<file path="src/logic/lspm_pkg.sv">
package lspm_pkg;
  localparam int SAMPLE_W = 9;
  localparam int LANES = 8;
  localparam int LANE_W = 64;
  localparam int CHANNELS = 4;
  localparam int FIFO_DEPTH = 8;
  localparam logic [4:0] FMT_TEN = 5'h0A;
  localparam logic [4:0] FMT_ELEVEN = 5'h0B;
  localparam logic [4:0] LAST_TEN = 5'h07;
  localparam logic [4:0] LAST_ELEVEN = 5'h13;
  localparam logic [3:0] TAIL_NIBBLE = 4'h0;
  localparam logic [2:0] PAD_ELEVEN = 3'h0;
  localparam logic PAD_TEN = 1'b0;
  localparam logic [23:0] FILL_TEN = 24'h000000;

  typedef struct packed {
    logic [CHANNELS-1:0][SAMPLE_W-1:0] ch;
  } lspm_set_s;

  typedef logic [LANES-1:0][LANE_W-1:0] lspm_lanes_t;

  typedef enum logic [1:0] {
    LSPM_FILL = 2'b00,
    LSPM_PACK = 2'b01,
    LSPM_SEND = 2'b10
  } lspm_state_e;
endpackage

</file>
<file path="src/logic/lspm_framer.sv">
`timescale 1ns/1ps

module lspm_fifo #(
  parameter int W = 36,
  parameter int DEPTH = 8
) (
  input wire logic clk_i,
  input wire logic rstn_i,
  input wire logic [W-1:0] in_data_i,
  input wire logic in_valid_i,
  output logic in_ready_o,
  output logic [W-1:0] out_data_o,
  output logic out_valid_o,
  input wire logic out_ready_i
);
  localparam int AW = $clog2(DEPTH);
  logic [W-1:0] mem [DEPTH];
  logic [AW-1:0] wr_reg;
  logic [AW-1:0] rd_reg;
  logic [AW:0] cnt_reg;
  wire logic push = in_valid_i && in_ready_o;
  wire logic pop = out_valid_o && out_ready_i;

  assign in_ready_o = cnt_reg != (AW+1)'(DEPTH);
  assign out_valid_o = cnt_reg != '0;
  assign out_data_o = mem[rd_reg];

  always_ff @(posedge clk_i) begin
    if (push) begin
      mem[wr_reg] <= in_data_i;
    end
  end

  always_ff @(posedge clk_i or negedge rstn_i) begin
    if (!rstn_i) begin
      wr_reg <= '0;
      rd_reg <= '0;
      cnt_reg <= '0;
    end else begin
      if (push) begin
        wr_reg <= (wr_reg == AW'(DEPTH-1)) ? '0 : wr_reg + 1'b1;
      end
      if (pop) begin
        rd_reg <= (rd_reg == AW'(DEPTH-1)) ? '0 : rd_reg + 1'b1;
      end
      cnt_reg <= cnt_reg + (AW+1)'(push) - (AW+1)'(pop);
    end
  end
endmodule

module lspm_framer #(
  parameter int NUM_CH = 4,
  parameter int FIFO_DEPTH = lspm_pkg::FIFO_DEPTH
) (
  input wire logic clk_i,
  input wire logic rstn_i,
  input wire logic [4:0] lane_format_select_i,
  input wire lspm_pkg::lspm_set_s smp_i,
  input wire logic smp_valid_i,
  output logic smp_ready_o,
  output lspm_pkg::lspm_lanes_t lane_data_o,
  output logic frame_valid_o,
  output logic frame_eleven_o,
  input wire logic frame_ready_i,
  output logic format_err_o
);
  localparam int SW = lspm_pkg::SAMPLE_W;
  lspm_pkg::lspm_set_s set_w;
  logic set_valid;
  logic take;
  lspm_pkg::lspm_state_e state_reg;
  lspm_pkg::lspm_state_e state_next;
  logic [4:0] idx_reg;
  logic m11_reg;
  logic [SW-1:0] last_a_reg;
  lspm_pkg::lspm_lanes_t lane_reg;
  lspm_pkg::lspm_lanes_t out_reg;
  logic err_reg;

  lspm_fifo #(
    .W($bits(lspm_pkg::lspm_set_s)),
    .DEPTH(FIFO_DEPTH)
  ) u_fifo (
    .clk_i(clk_i),
    .rstn_i(rstn_i),
    .in_data_i(smp_i),
    .in_valid_i(smp_valid_i),
    .in_ready_o(smp_ready_o),
    .out_data_o(set_w),
    .out_valid_o(set_valid),
    .out_ready_i(state_reg == lspm_pkg::LSPM_FILL)
  );

  // Format eleven is refused on the quad variant and falls back to ten.
  wire logic sel_eleven = lane_format_select_i == lspm_pkg::FMT_ELEVEN;
  wire logic cur_m11 = sel_eleven && (NUM_CH <= 2);
  wire logic cur_err = (sel_eleven && !cur_m11) ||
    (!sel_eleven && lane_format_select_i != lspm_pkg::FMT_TEN);
  // The format is frozen for a whole frame at its first sample.
  wire logic m11 = (idx_reg == '0) ? cur_m11 : m11_reg;
  wire logic [4:0] last_idx = m11 ? lspm_pkg::LAST_ELEVEN
                                  : lspm_pkg::LAST_TEN;
  wire logic frame_end = take && idx_reg == last_idx;
  wire logic clear = state_reg == lspm_pkg::LSPM_SEND && frame_ready_i;

  assign take = state_reg == lspm_pkg::LSPM_FILL && set_valid;
  assign frame_valid_o = state_reg == lspm_pkg::LSPM_SEND;
  assign frame_eleven_o = m11_reg;
  assign lane_data_o = out_reg;
  assign format_err_o = err_reg;

  always_comb begin
    case (state_reg)
      lspm_pkg::LSPM_FILL: begin
        state_next = frame_end ? lspm_pkg::LSPM_PACK : lspm_pkg::LSPM_FILL;
      end
      lspm_pkg::LSPM_PACK: begin
        state_next = lspm_pkg::LSPM_SEND;
      end
      lspm_pkg::LSPM_SEND: begin
        state_next = frame_ready_i ? lspm_pkg::LSPM_FILL : lspm_pkg::LSPM_SEND;
      end
      default: begin
        state_next = lspm_pkg::LSPM_FILL;
      end
    endcase
  end

  always_ff @(posedge clk_i or negedge rstn_i) begin
    if (!rstn_i) begin
      state_reg <= lspm_pkg::LSPM_FILL;
      idx_reg <= '0;
      m11_reg <= 1'b0;
      err_reg <= 1'b0;
      last_a_reg <= '0;
    end else begin
      state_reg <= state_next;
      if (take) begin
        idx_reg <= frame_end ? '0 : idx_reg + 5'h01;
        m11_reg <= m11;
        last_a_reg <= set_w.ch[0];
      end
      if (take && idx_reg == '0) begin
        err_reg <= cur_err;
      end
    end
  end

  for (genvar l = 0; l < lspm_pkg::LANES; l++) begin : g_lane
    localparam int C10 = l / 2;
    localparam int C11 = l / 4;
    localparam logic P10 = 1'(l % 2);
    localparam logic [1:0] P11 = 2'(l % 4);
    // Even samples on the even lane of a pair, odd on the odd lane.
    wire logic sh10 = take && !m11 && idx_reg[0] == P10 &&
      (C10 < NUM_CH);
    // Sample k of a channel goes to that channel's lane k mod 4.
    wire logic sh11 = take && m11 && idx_reg[1:0] == P11 &&
      (C11 < NUM_CH);

    always_ff @(posedge clk_i or negedge rstn_i) begin
      if (!rstn_i) begin
        lane_reg[l] <= '0;
        out_reg[l] <= '0;
      end else begin
        if (clear) begin
          lane_reg[l] <= '0;
        end else if (sh10) begin
          lane_reg[l] <= {lane_reg[l][53:0], set_w.ch[C10],
            lspm_pkg::PAD_TEN};
        end else if (sh11) begin
          lane_reg[l] <= {lane_reg[l][51:0], set_w.ch[C11],
            lspm_pkg::PAD_ELEVEN};
        end
        if (state_reg == lspm_pkg::LSPM_PACK) begin
          out_reg[l] <= m11_reg ?
            {lane_reg[l][59:0], lspm_pkg::TAIL_NIBBLE} :
            {lane_reg[l][39:0], lspm_pkg::FILL_TEN};
        end
      end
    end
  end
endmodule

</file>
<file path="config.mk">
export PLATFORM = sky130hd
export DESIGN_NAME = lspm_framer
export DESIGN_NICKNAME = d
export VERILOG_FILES = /design/src/logic/lspm_pkg.sv /design/src/logic/lspm_framer.sv
export SDC_FILE = /design/constraint.sdc
export NUM_CORES = 2
export LEC_CHECK = 0
export CAP_MARGIN = 5
export CORE_AREA = 2 2 305 337
export CTS_BUF_LIST = sky130_fd_sc_hd__clkbuf_8
export CTS_CLUSTER_DIAMETER = 40
export DETAILED_ROUTE_END_ITERATION = 7
export DIE_AREA = 0 0 307 339
export DONT_BUFFER_PORTS = 1
export GPL_ROUTABILITY_DRIVEN = 0
export PLACE_DENSITY_LB_ADDON = 0.25
export SLEW_MARGIN = 20
export SYNTH_ARGS = -nofsm -noshare
export SYNTH_HDL_FRONTEND = slang
export SYNTH_SLANG_ARGS = --single-unit
</file>
<file path="constraint.sdc">
create_clock -name clk_i -period 4.4 [get_ports clk_i]
set_clock_uncertainty 0.05 [all_clocks]
set_input_delay 1.1 -clock clk_i [delete_from_list [all_inputs] [get_ports clk_i]]
set_output_delay 1.1 -clock clk_i [all_outputs]
set_load 0.05 [all_outputs]
</file>
==> results.py <==
metrics = {
    "routing": {
        "wl_per_cell_um": 25.4,
        "postRouteAntennaNets": 0,
        "routed_wl_mm": 156,
        "drc": 0,
        "drt_iter0_markers": 4830,
        "avgViaCountPerCell": 6.15,
        "vias": 37900,
        "dr.pass1.iters": 6,
    },
    "final_layout": {
        "seqCellArea_um2": 32800,
        "drive_above_1_share_pct": 11.1,
        "fill_cells": 8068,
        "final_cells": 6162,
        "multi_input_area_um2": 20100,
        "area_growth_pct": 9.46,
        "nets": 4753,
    },
    "placed_design": {
        "hpwl_mm": 101,
        "dp.cells": 5784,
        "portBuffers": 0,
    },
    "power": {
        "p_leak_uw": 0.0250,
        "powerDensity_nw_per_um2": 878,
        "p_int_uw": 28500,
        "ir_worst_vdd_v": 0.000763,
        "switching_power_uw": 24300,
        "p_seq_share_pct": 46.2,
        "p_clk_share_pct": 19.4,
        "combPwrFrac_pct": 34.4,
        "swShare_pct": 46.0,
    },
    "floorplanning": {
        "coreArea_um2": 100000,
        "die_area_um2": 104000,
        "rows": 122,
        "die_x_um": 307,
        "io_pins": 561,
        "die_h_um": 339,
        "start_util_pct": 54.7,
    },
    "logic_synthesis": {
        "synth_area_leaders": "dfrtp_1 (44%), edfxtp_1 (16%), mux2i_1 (10%)",
        "synth-seq-cells": 1251,
        "yosysSeqAreaShare_pct": 59.6,
        "ys_warn_count": 0,
        "ys_types": 61,
        "synth_edf_count": 288,
        "synth_top_area_share_pct": 43.9,
        "yosys.area.top_type": "dfrtp_1",
        "syn_area_per_cell_um2": 11.4,
        "ys_top_cells_by_count": "dfrtp_1 (963), nand2_1 (829), o21ai_0 (598)",
        "yosysMostFrequentCell": "dfrtp_1",
        "netlist_area_um2": 54900,
        "synthCells": 4809,
        "synth_flop_cell": "dfrtp_1",
        "synthArstFlopShare_pct": 77.0,
    },
    "global_route": {
        "grt_pass1_wl_mm": 237,
        "grtUsageTotal_pct": 29.8,
        "grt_pass1_vias": 36500,
        "grt_overflow": 0,
        "grt_max_degree": 964,
        "antenna_found_initial": 4,
    },
    "worst_setup_path": {
        "start_kind": "flop",
        "cp_slowest_cell": "or4b_1",
        "ff2ff_path_depth": 8,
        "critPathArrivalTime_ps": 4170,
        "slowest_delay_ps": 660,
        "reg2reg_slack_ps": 970,
        "r2r-start": "idx_reg[0]$_DFFE_PN0N_",
        "crit_fanout": 74,
        "cp.required_ps": 5140,
        "r2r-end": "lane_reg[217]$_DFFE_PN0P_",
        "worst-setup-path-type": "reg -> reg",
        "cp_cell_sequence": "inv_1 > ha_1 > or4b_1 > a2111oi_4 > buf_12 > buf_4 > nor4_1 > a31oi_1",
        "critPathCaptureType": "flop",
    },
    "run_status": {
        "status": "complete, no violations",
    },
    "cts": {
        "cts_buffer_depth": 3,
        "cts.reportedPaths.clkPinSlew_ps": 60,
        "clk-insertion-delay-late_ps": 880,
        "post-cts-setup-buffer-count": 0,
        "clock-root-buffer": "clkbuf_8",
        "cts_buffers": 201,
        "htreeDepth": 4,
        "post_cts_resized": 0,
        "clkSinkCount": 1251,
        "cts_tree": "done",
    },
    "sta": {
        "worst_pin_slew_ps": 1270,
        "setup_violations": 0,
        "slew_headroom_pct": 15.3,
        "hold_viol": 0,
        "post-route-min-period_ps": 3430,
        "fmax_mhz": 291,
        "slew_violations": 0,
        "timing.final.crit_share_pct": 78.0,
        "rsz0062_at_grt": "false",
        "tns_ps": 0,
    },
    "run": {
        "maxCapViolCount": 0,
    },
    "min_path": {
        "worst_hold_path_type": "in -> async",
    },
}
-- kinds of logic after synthesis --
family          synth area share (%)
simple gates                    10.6
flops                           59.6
other cells                  0.00683
fa+ha+maj                      0.355
mux                             14.4
compound gates                  10.7
buf+inv                         4.28
xor+xnor                      0.0638
-- critical path: cells and delay by family (launching register included) --
kind / cells / cell delay (ps)
buffers and inverters: 3 / 1100
AOI/OAI and AO/OA: 2 / 660
and+or+nand+nor: 2 / 780
DFF: 1 / 370
adders and majority gates: 1 / 300
-- layer usage --
layer	wire [µm]	vias up	global-route usage [%]
met5	11	-	0
met4	5320	2	11.0
met3	13300	268	7.68
met2	73100	1565	45.6
met1	64700	19000	41.2
li1	-	17000	-
-- layout make-up --
cell class / count / area share (%)
Inverter: 93 / 0.581
Sequential cell: 1251 / 54.5
Clock inverter: 115 / 1.19
Timing Repair Buffer: 88 / 1.72
Clock buffer: 252 / 5.77
Tap cell: 1302 / 2.71
Multi-Input combinational cell: 3058 / 33.5
Antenna cell: 3 / 0.0125
-- power by group through the flow --
stage | clock (µW) | combinational [µW] | sequential (µW)
after floorplan | 0 | 13800 | 22200
after global placement | 0 | 17400 | 24500
after detailed placement | 0 | 17900 | 24600
after CTS | 10400 | 17900 | 24400
after global routing | 10900 | 20000 | 24800
final | 10200 | 18200 | 24400
-- cell usage in the layout (no fill, tap or decap), types with 86 or more instances in the layout --
cell type,Yosys,final
mux2i_1,566,563
a31oi_1,127,127
nor2_1,91,86
dfrtp_1,963,959
nand3_1,156,155
nor4_1,95,92
nand2_1,829,829
inv_1,91,161
clkbuf_8,0,252
o21ai_0,598,598
edfxtp_1,288,288
-- metrics by stage --
| stage | setup slack, ps | area (µm²) | total power, µW | hold slack [ps] | utilization (%) |
|---|---|---|---|---|---|
| final | 967 | 60100 | 52800 | 202 | 59.8 |
| after detailed placement | 1030 | 55700 | 42400 | 431 | 55.5 |
| after global routing | 785 | 60100 | 55700 | 208 | 59.8 |
| after CTS | 1000 | 59900 | 52600 | -162 | 59.6 |
| after global placement | 1120 | 55700 | 41800 | 424 | 55.4 |
| after floorplan | 71.1 | 55100 | 36000 | 414 | - |
-- worst max-delay path by stage --
stage | startpoint | end | depth (start not counted)
floorplan | smp_valid_i | u_fifo.mem[2][0]$_DFFE_PP_ | 2
global placement | idx_reg[0]$_DFFE_PN0N_ | lane_reg[249]$_DFFE_PN0P_ | 8
detailed placement | idx_reg[0]$_DFFE_PN0N_ | lane_reg[217]$_DFFE_PN0P_ | 8
CTS | u_fifo.cnt_reg[2]$_DFF_PN0_ | smp_ready_o | 3
global route | idx_reg[0]$_DFFE_PN0N_ | lane_reg[217]$_DFFE_PN0P_ | 8
finish | idx_reg[0]$_DFFE_PN0N_ | lane_reg[217]$_DFFE_PN0P_ | 8
Power figures use the tool's default switching activity.
